===== config.mk =====
export PLATFORM = sky130hd
export DESIGN_NAME = status_word_exec_state
export DESIGN_NICKNAME = d
export VERILOG_FILES = /design/src/design/status_word_pkg.sv /design/src/design/exc_class_if.sv /design/src/design/exc_number_classifier.sv /design/src/design/status_word_exec_state.sv
export VERILOG_INCLUDE_DIRS = /design/src /design/src/design
export SDC_FILE = /design/constraint.sdc
export NUM_CORES = 1
export LEC_CHECK = 0
export ABC_AREA = 1
export ABC_CLOCK_PERIOD_IN_PS = 2050
export BUFFER_PORTS_ARGS = -buffer_cell sky130_fd_sc_hd__buf_4
export CELL_PAD_IN_SITES_DETAIL_PLACEMENT = 1
export CELL_PAD_IN_SITES_GLOBAL_PLACEMENT = 2
export CORE_MARGIN = 8
export CORE_UTILIZATION = 19
export DETAILED_ROUTE_END_ITERATION = 8
export GPL_TIMING_DRIVEN = 0
export PLACE_DENSITY_LB_ADDON = 0.3
export SYNTH_ARGS = -nofsm -noshare
export SYNTH_HDL_FRONTEND = slang
export SYNTH_SLANG_ARGS = --single-unit

===== constraint.sdc =====
create_clock -name clk_i -period 2.05 [get_ports clk_i]
set_input_delay 0.1025 -clock clk_i [delete_from_list [all_inputs] [get_ports clk_i]]
set_output_delay 0.1025 -clock clk_i [all_outputs]
set_load 0.02 [all_outputs]

===== src/design/status_word_params.svh =====
// Constants for the status word execution-state unit: offsets, field
// positions, reset values and exception numbers.
// Assumes inclusion by bare name from each design file that needs it.
`ifndef STATUS_WORD_PARAMS_SVH
`define STATUS_WORD_PARAMS_SVH

// ==========================================================================
// Register offsets on the plain register port
// ==========================================================================
`define SW_ADDR_W            4
`define SW_OFF_PSW           4'h0
`define SW_OFF_CTRL          4'h4
`define SW_OFF_STAT          4'h8

// ==========================================================================
// Field positions inside the program status word
// ==========================================================================
`define SW_ISA_BIT           24
`define SW_EXEC_HI_MSB       26
`define SW_EXEC_HI_LSB       25
`define SW_EXEC_LO_MSB       15
`define SW_EXEC_LO_LSB       10
`define SW_ICI_MSB           15
`define SW_ICI_LSB           12
`define SW_EXC_MSB           5
`define SW_EXC_LSB           0

// ==========================================================================
// Control and status bit positions
// ==========================================================================
`define SW_CTRL_LOCKUP_BIT   0
`define SW_STAT_FAULT_BIT    0
`define SW_STAT_LOCKUP_BIT   1
`define SW_STAT_BADEXC_BIT   2

// ==========================================================================
// Reset values
// ==========================================================================
`define SW_RST_ISA           1'b1
`define SW_RST_EXEC          8'h00
`define SW_RST_EXC           6'h00
`define SW_RST_CTRL          1'b0

// ==========================================================================
// Exception numbers
// ==========================================================================
`define SW_EXC_THREAD        6'h00
`define SW_EXC_NMI           6'h02
`define SW_EXC_HARD          6'h03
`define SW_EXC_MEM           6'h04
`define SW_EXC_BUS           6'h05
`define SW_EXC_USAGE         6'h06
`define SW_EXC_SVC           6'h0b
`define SW_EXC_PENDABLE_SERVICE_EXCEPTION        6'h0e
`define SW_EXC_TICK          6'h0f
`define SW_EXC_IRQ_BASE      6'h10
`define SW_EXC_IRQ_LAST      6'h2d

`endif


===== src/design/status_word_pkg.sv =====
// Types shared by the status word execution-state unit.
// Assumes the constants header is available by bare name.
package status_word_pkg;

  // ========================================================================
  // Run state and exception kinds
  // ========================================================================
  typedef enum logic [0:0] {
    MODE_RUN    = 1'b0,
    MODE_LOCKUP = 1'b1
  } exec_mode_t;

  typedef enum logic [2:0] {
    KIND_THREAD   = 3'b000,
    KIND_FIXED    = 3'b001,
    KIND_FAULT    = 3'b010,
    KIND_SYSTEM   = 3'b011,
    KIND_IRQ      = 3'b100,
    KIND_RESERVED = 3'b111
  } exc_kind_t;

endpackage : status_word_pkg


===== src/design/exc_class_if.sv =====
// Carrier between the status word unit and its exception classifier.
// Assumes both ends share one clock; the carrier is purely combinational.
`timescale 1ns/1ps
`default_nettype none

interface exc_class_if;
  import status_word_pkg::*;
  logic [5:0]  number;
  exc_kind_t   kind;
  logic        reserved;
  logic [4:0]  irq_index;

  modport user (output number, input kind, input reserved, input irq_index);
  modport decoder (input number, output kind, output reserved, output irq_index);
endinterface : exc_class_if

`default_nettype wire


===== src/design/exc_number_classifier.sv =====
// Decodes an active exception number into its kind and interrupt index.
// Assumes a combinational caller on the same clock.
`timescale 1ns/1ps
`default_nettype none
`include "status_word_params.svh"

module exc_number_classifier (
  exc_class_if.decoder cls
);
  import status_word_pkg::*;

  // Maps every code; anything not listed is reserved.
  always_comb begin
    cls.kind      = KIND_RESERVED;
    cls.irq_index = 5'h00;
    case (cls.number)
      `SW_EXC_THREAD: cls.kind = KIND_THREAD;
      `SW_EXC_NMI,
      `SW_EXC_HARD: cls.kind = KIND_FIXED;
      `SW_EXC_MEM,
      `SW_EXC_BUS,
      `SW_EXC_USAGE: cls.kind = KIND_FAULT;
      `SW_EXC_SVC,
      `SW_EXC_PENDABLE_SERVICE_EXCEPTION,
      `SW_EXC_TICK: cls.kind = KIND_SYSTEM;
      default: begin
        if (cls.number >= `SW_EXC_IRQ_BASE && cls.number <= `SW_EXC_IRQ_LAST) begin
          cls.kind      = KIND_IRQ;
          cls.irq_index = 5'(cls.number - `SW_EXC_IRQ_BASE);
        end
      end
    endcase
    cls.reserved = (cls.kind == KIND_RESERVED);
  end

endmodule : exc_number_classifier

`default_nettype wire


===== src/design/status_word_exec_state.sv =====
// Execution and interrupt state fields of the program status word.
// Assumes all event inputs come from core logic on clk_i, each a one-cycle
// pulse, and that the register port follows the plain strobe protocol.
//
// Behaviour
// (RULE_01) Branch exchanges and PC pops load state bit.
// (RULE_02) Exception return reloads state bit from stack.
// (RULE_03) Entry and reset load state from vector bit0.
// (RULE_04) Executing with state bit clear faults or locks.
// (RULE_05) Bits 23:16 and 9:6 read zero.
// (RULE_06) Execution state lives in bits 15:10, 26:25.
// (RULE_07) Interrupted multiple transfer records next register.
// (RULE_08) Return resumes transfer at recorded register.
// (RULE_09) Continuable state keeps bits 11:10 zero.
// (RULE_10) Conditional block up to four instructions.
// (RULE_11) Bits 5:0 report running exception number.
// (RULE_12) Other exception codes decoded; rest reserved.
//
// Decided for this implementation: the address map and the strobed register port.
`timescale 1ns/1ps
`default_nettype none
`include "status_word_params.svh"

module status_word_exec_state (
  input  wire logic                   clk_i,
  input  wire logic                   reset_n_i,
  // Register port.
  input  wire logic [`SW_ADDR_W-1:0]  reg_addr_i,
  input  wire logic [31:0]            reg_wdata_i,
  input  wire logic                   reg_wr_i,
  input  wire logic                   reg_rd_i,
  output logic      [31:0]            reg_rdata_o,
  // Core events.
  input  wire logic                   reset_vector_i,
  input  wire logic                   exc_entry_i,
  input  wire logic [5:0]             exc_number_i,
  input  wire logic [31:0]            vector_value_i,
  input  wire logic                   exc_return_i,
  input  wire logic [31:0]            stacked_status_word_i,
  input  wire logic                   branch_exchange_i,
  input  wire logic [31:0]            branch_target_i,
  input  wire logic                   exec_attempt_i,
  input  wire logic                   multi_active_i,
  input  wire logic [3:0]             multi_next_reg_i,
  input  wire logic                   cond_block_start_i,
  input  wire logic [3:0]             cond_block_first_i,
  input  wire logic [3:0]             cond_block_mask_i,
  input  wire logic                   cond_block_step_i,
  // Status to the core.
  output logic      [31:0]            status_word_o,
  output logic                        exec_allowed_o,
  output logic                        fault_o,
  output logic                        lockup_o,
  output logic                        resume_valid_o,
  output logic      [3:0]             resume_reg_o,
  output logic                        in_cond_block_o,
  output logic      [3:0]             cond_code_o,
  output status_word_pkg::exc_kind_t  exc_kind_o,
  output logic      [4:0]             irq_index_o
);
  import status_word_pkg::*;

  // ========================================================================
  // State
  // ========================================================================
  logic         isa_state_reg;
  logic [7:0]   exec_state_reg;   // {lo 15:10, hi 26:25} packed as [7:2],[1:0].
  logic [5:0]   exc_number_reg;
  exec_mode_t   mode_reg;
  logic         lockup_en_reg;
  logic         fault_seen_reg;
  logic         bad_exc_reg;
  logic [31:0]  psw_view;
  logic         entry_ok;
  logic         fault_now;
  logic         lock_now;
  logic         stacked_is_ici;
  logic         exec_is_ici;

  exc_class_if  cur_cls ();
  exc_class_if  new_cls ();

  // ========================================================================
  // Exception number decoding
  // ========================================================================
  // One decoder watches the running number, one the number being entered.
  exc_number_classifier u_cur_cls (
    .cls (cur_cls.decoder)
  );
  exc_number_classifier u_new_cls (
    .cls (new_cls.decoder)
  );

  assign cur_cls.number = exc_number_reg;
  assign new_cls.number = exc_number_i;
  // A reserved number cannot start a handler; the entry is refused.
  assign entry_ok = exc_entry_i && !new_cls.reserved; // [RULE_12]

  // ========================================================================
  // Instruction-set state bit
  // ========================================================================
  // Reset vector and entry win over return, which wins over branches.
  always_ff @(posedge clk_i) begin
    if (!reset_n_i) begin
      isa_state_reg <= `SW_RST_ISA;
    end else if (reset_vector_i || entry_ok) begin
      isa_state_reg <= vector_value_i[0]; // [RULE_03]
    end else if (exc_return_i) begin
      isa_state_reg <= stacked_status_word_i[`SW_ISA_BIT]; // [RULE_02]
    end else if (branch_exchange_i) begin
      isa_state_reg <= branch_target_i[0]; // [RULE_01]
    end
  end

  // ========================================================================
  // Continuable-instruction and conditional-block state
  // ========================================================================
  // Stacked state counts as continuable when both condition slices are zero and bits 15:12 are not.
  assign stacked_is_ici = (stacked_status_word_i[`SW_EXEC_HI_MSB:`SW_EXEC_HI_LSB] == 2'b00)
                       && (stacked_status_word_i[11:10] == 2'b00)
                       && (stacked_status_word_i[`SW_ICI_MSB:`SW_ICI_LSB] != 4'h0);
  assign exec_is_ici = (exec_state_reg[1:0] == 2'b00) && (exec_state_reg[3:2] == 2'b00)
                    && (exec_state_reg[7:4] != 4'h0);

  // Interrupting a multiple transfer records the next operand register.
  always_ff @(posedge clk_i) begin
    if (!reset_n_i) begin
      exec_state_reg <= `SW_RST_EXEC;
    end else if (reset_vector_i) begin
      exec_state_reg <= `SW_RST_EXEC;
    end else if (entry_ok) begin
      if (multi_active_i) begin
        exec_state_reg <= {multi_next_reg_i, 4'h0}; // [RULE_07] [RULE_09]
      end else begin
        exec_state_reg <= `SW_RST_EXEC;
      end
    end else if (exc_return_i) begin
      exec_state_reg <= {stacked_status_word_i[`SW_EXEC_LO_MSB:`SW_EXEC_LO_LSB],
                         stacked_status_word_i[`SW_EXEC_HI_MSB:`SW_EXEC_HI_LSB]}; // [RULE_06]
    end else if (cond_block_start_i && cond_block_mask_i != 4'h0) begin
      // Layout: first condition in [7:4], mask in [3:0]; mask length sets count.
      exec_state_reg <= {cond_block_first_i, cond_block_mask_i}; // [RULE_10]
    end else if (cond_block_step_i && in_cond_block_o) begin
      if (exec_state_reg[2:0] == 3'b000) begin
        exec_state_reg <= `SW_RST_EXEC; // Last instruction of the block retired.
      end else begin
        exec_state_reg <= {exec_state_reg[7:5], exec_state_reg[3:0], 1'b0}; // [RULE_10]
      end
    end else if (resume_valid_o) begin
      exec_state_reg <= `SW_RST_EXEC; // Transfer resumed; the record is spent.
    end
  end

  // Resume is announced the cycle after a return that restored a record.
  always_ff @(posedge clk_i) begin
    if (!reset_n_i) begin
      resume_valid_o <= 1'b0;
      resume_reg_o   <= 4'h0;
    end else begin
      resume_valid_o <= exc_return_i && !reset_vector_i && !entry_ok && stacked_is_ici; // [RULE_08]
      resume_reg_o   <= stacked_status_word_i[`SW_ICI_MSB:`SW_ICI_LSB]; // [RULE_08]
    end
  end

  // Conditional block view: active when the mask part is non-zero.
  assign in_cond_block_o = (exec_state_reg[3:0] != 4'h0) && !exec_is_ici;
  assign cond_code_o     = {exec_state_reg[7:5], exec_state_reg[4]};

  // ========================================================================
  // Active exception number
  // ========================================================================
  always_ff @(posedge clk_i) begin
    if (!reset_n_i) begin
      exc_number_reg <= `SW_RST_EXC;
    end else if (reset_vector_i) begin
      exc_number_reg <= `SW_EXC_THREAD;
    end else if (entry_ok) begin
      exc_number_reg <= exc_number_i; // [RULE_11]
    end else if (exc_return_i) begin
      exc_number_reg <= stacked_status_word_i[`SW_EXC_MSB:`SW_EXC_LSB]; // [RULE_11]
    end
  end

  assign exc_kind_o  = cur_cls.kind;
  assign irq_index_o = cur_cls.irq_index;

  // ========================================================================
  // Fault and lockup on execution with the state bit clear
  // ========================================================================
  // Faulting inside the fixed-priority handlers cannot escalate, so it locks.
  assign fault_now = exec_attempt_i && !isa_state_reg && (mode_reg == MODE_RUN);
  assign lock_now  = fault_now && (lockup_en_reg || cur_cls.kind == KIND_FIXED); // [RULE_04]

  always_ff @(posedge clk_i) begin
    if (!reset_n_i) begin
      mode_reg <= MODE_RUN;
    end else begin
      case (mode_reg)
        MODE_RUN: begin
          if (lock_now) begin
            mode_reg <= MODE_LOCKUP; // [RULE_04]
          end
        end
        MODE_LOCKUP: begin
          mode_reg <= MODE_LOCKUP; // Left only by reset.
        end
        default: begin
          mode_reg <= MODE_RUN;
        end
      endcase
    end
  end

  // Fault is a one-cycle pulse asking the core for a usage fault.
  always_ff @(posedge clk_i) begin
    if (!reset_n_i) begin
      fault_o <= 1'b0;
    end else begin
      fault_o <= fault_now && !lock_now; // [RULE_04]
    end
  end

  assign lockup_o       = (mode_reg == MODE_LOCKUP);
  assign exec_allowed_o = isa_state_reg && (mode_reg == MODE_RUN); // [RULE_04]

  // ========================================================================
  // Assembled status word
  // ========================================================================
  // Flags above bit 26 belong elsewhere and read as zero here.
  always_comb begin
    psw_view                                  = 32'h0000_0000; // [RULE_05]
    psw_view[`SW_ISA_BIT]                     = isa_state_reg;
    psw_view[`SW_EXEC_HI_MSB:`SW_EXEC_HI_LSB] = exec_state_reg[1:0]; // [RULE_06]
    psw_view[`SW_EXEC_LO_MSB:`SW_EXEC_LO_LSB] = exec_state_reg[7:2]; // [RULE_06]
    psw_view[`SW_EXC_MSB:`SW_EXC_LSB]         = exc_number_reg; // [RULE_11]
  end

  // Registered copy for the core; used as the word pushed at entry.
  always_ff @(posedge clk_i) begin
    if (!reset_n_i) begin
      status_word_o <= 32'h0000_0000;
    end else begin
      status_word_o <= psw_view;
    end
  end

  // ========================================================================
  // Register port
  // ========================================================================
  // Control: lockup enable. Writes to the status word itself are ignored.
  always_ff @(posedge clk_i) begin
    if (!reset_n_i) begin
      lockup_en_reg <= `SW_RST_CTRL;
    end else if (reg_wr_i && reg_addr_i == `SW_OFF_CTRL) begin
      lockup_en_reg <= reg_wdata_i[`SW_CTRL_LOCKUP_BIT];
    end
  end

  // Sticky flags, write one to clear; a new event wins over the clear.
  always_ff @(posedge clk_i) begin
    if (!reset_n_i) begin
      fault_seen_reg <= 1'b0;
      bad_exc_reg    <= 1'b0;
    end else begin
      if (fault_now) begin
        fault_seen_reg <= 1'b1;
      end else if (reg_wr_i && reg_addr_i == `SW_OFF_STAT
                   && reg_wdata_i[`SW_STAT_FAULT_BIT]) begin
        fault_seen_reg <= 1'b0;
      end
      if (exc_entry_i && new_cls.reserved) begin
        bad_exc_reg <= 1'b1; // [RULE_12]
      end else if (reg_wr_i && reg_addr_i == `SW_OFF_STAT
                   && reg_wdata_i[`SW_STAT_BADEXC_BIT]) begin
        bad_exc_reg <= 1'b0;
      end
    end
  end

  // Read data appear in the cycle after the strobe and only there.
  always_ff @(posedge clk_i) begin
    if (!reset_n_i) begin
      reg_rdata_o <= 32'h0000_0000;
    end else if (reg_rd_i) begin
      case (reg_addr_i)
        `SW_OFF_PSW:  reg_rdata_o <= psw_view; // [RULE_05]
        `SW_OFF_CTRL: reg_rdata_o <= {31'h0, lockup_en_reg};
        `SW_OFF_STAT: reg_rdata_o <= {29'h0, bad_exc_reg, lockup_o, fault_seen_reg};
        default:      reg_rdata_o <= 32'h0000_0000;
      endcase
    end else begin
      reg_rdata_o <= 32'h0000_0000;
    end
  end

endmodule : status_word_exec_state

`default_nettype wire


==> flow_summary.toml <==
[cts]
tritoncts = "built"
holdBufCountCts = 0
cts.clk_slew.worst_paths_ns = 0.07
cts_max_path_buffers = 2
htree_levels = 2
post_cts_buffers = 0
numClockSinks = 55
cts_resized = 0
root_buffer = "clkbuf_16"
numCtsBuffers = 5
clkLatencyLatePin_ns = 0.30

[sta]
finalCritPeriodShare_pct = 90.7
max-slew-margin-rel_pct = 55.1
max_freq_mhz = 538
setup_viol = 0
maxSlewViolCount = 0
hold_viol = 0
fin_skew_ns = 0.00488
layout_min_cycle_time_ns = 1.86
fin_setup_tns_ns = 0
rsz0062_at_grt = "no"
worstMarginPinSlew_ns = 0.673

[pwr]
power_leakage_nw = 2.11
p_total_mw = 2.72
p_comb_share_pct = 20.9
p_int_mw = 1.96
ir_worst_vdd_v = 0.000281
p_sw_uw = 762
power_density_mw_per_mm2 = 681
p_sw_share_pct = 28.0
share_seq_of_total_power_pct = 41.5
p_clk_share_pct = 37.6

[layout]
final_cell_mix = "buf_4, nand2_1, dfxtp_1"
drive_above_1_share_pct = 32.6
final_nets = 676
insertedDiodeCount = 0
final_common_cell = "buf_4"
syn_to_final_growth_pct = 47.8

[grt]
grt-ovfl-total = 0
grtUsageTotal_pct = 10.9
antenna_found_initial = 0
grt_pass1_wl_um = 15800
grt_max_degree = 18
first_global_vias = 3091

[setup_path]
path_class = "flip-flop to primary output"
cp_max_fo = 5
start_kind = "flip-flop"
cp_data_required_time_ns = 1.95
worstPathArrival_ns = 1.76
cp-end-kind = "primary output"

[logic_synthesis]
ys_top_cells_by_area = "dfxtp_1, buf_4, nand2_1"
async_reset_ff_share_pct = 0
synth_cell_types = 33
syn-instance-count = 372
synth_ff_type = "dfxtp_1"
synth_seq_cells = 55
syn_area_mm2 = 0.00270
synth-edff-count = 0
yosysTopAreaCellShare_pct = 40.7
yosysWarningCount = 0
ys_seq_area_share_pct = 40.7
avgSynthCellArea_um2 = 7.27
synth_top_cell_by_area = "dfxtp_1"

[route]
drtAntennaViolNets = 0
post_drt_wl_per_cell_um = 14.3
firstDrtPassIters = 4
viasPerCell = 3.93
drtIter0Drc = 63
drc_errors = 0
wl_um = 9960
num_vias = 2731

[floorplanning]
core_mm2 = 0.0139
dieWidth_um = 135
dieArea_mm2 = 0.0183
ios = 247
initial_utilization_pct = 19.5
num_rows = 43
die_h_um = 135

[min_path]
hold_path_class = "input port to flip-flop"

[placed_design]
routabilityCongestion = 0.748
io_buffers = 102
dpl.hpwl_um = 8360

[status]
outcome = "finished clean"

[job]
maxCapViolCount = 0
cell families after synthesis:
group	count (synthesis)	synth area share, %
other cells	1	0.139
flops	55	40.7
buf+inv	104	21.3
compound gates	49	9.95
simple gates	163	27.9
critical path, cell delays in order, from the launching register on:
cell	delay (ns)
dfxtp_1	0.42
inv_1	0.14
o31ai_1	0.35
nand2_1	0.11
o21ai_2	0.12
nand2_1	0.10
nand3_1	0.08
buf_4	0.15
per-stage QoR:
stage	std cells	hold slack (ns)	utilization, %	instance area [µm²]	worst slack (ns)
floorplan	405	0.196	-	2830	0.596
global placement	687	0.310	27.5	3820	0.506
detailed placement	687	0.312	27.5	3820	0.514
CTS	695	0.000564	28.8	4000	0.182
global route	695	0.00758	28.8	4000	0.0904
finish	695	0.00619	28.8	4000	0.190
cell usage after synthesis, types with 2 or more instances:
cell type and count:
o2111ai_1 2, clkbuf_1 4, nand3_1 20, buf_4 38, or2_2 2, nand2_4 2
buf_6 3, inv_1 53, nand3_2 2, nor2_1 34, o31ai_1 2, nand2_2 2
nor3_1 7, nand2_1 73, o21ai_0 10, nand4_1 16, buf_2 3, a21oi_1 30
dfxtp_1 55
final timing paths:
path                              from                end  slack, ns  depth (start not counted)
max                  cur_cls.number[1]      exc_kind_o[0]       0.19                          7
min          stacked_status_word_i[14]    resume_reg_o[2]      0.006                          3
max reg2reg          exec_state_reg[0]  exec_state_reg[4]       0.64                          8
min reg2reg              isa_state_reg  status_word_o[24]       0.43                          2
metal layers:
layer / GRT usage [%] / part of all wire [%] / up-vias
met5: 0 / 0 / -
met4: 3.39 / 1.3 / 0
met3: 4.04 / 8.9 / 9
met2: 18.6 / 46 / 94
met1: 12.5 / 44 / 1234
li1: - / - / 1394
cell type report:
class	instances	area, µm²
clock buffers	6	139
fillers	1729	9890
multi-input cells	246	1150
inverters	55	206
plain buffers	49	369
repair buffers	102	766
flip-flops and latches	55	1100
well taps	180	225
clock inverters	2	38.8
power by group through the flow:
stage,registers (mW),clock network [mW],logic (mW)
global route,1.13,1.10,0.631
floorplan,1.17,0,0.332
global placement,1.15,0,0.569
CTS,1.13,1.05,0.575
detailed placement,1.16,0,0.574
finish,1.13,1.02,0.569
(Power assumes the default switching activity.)
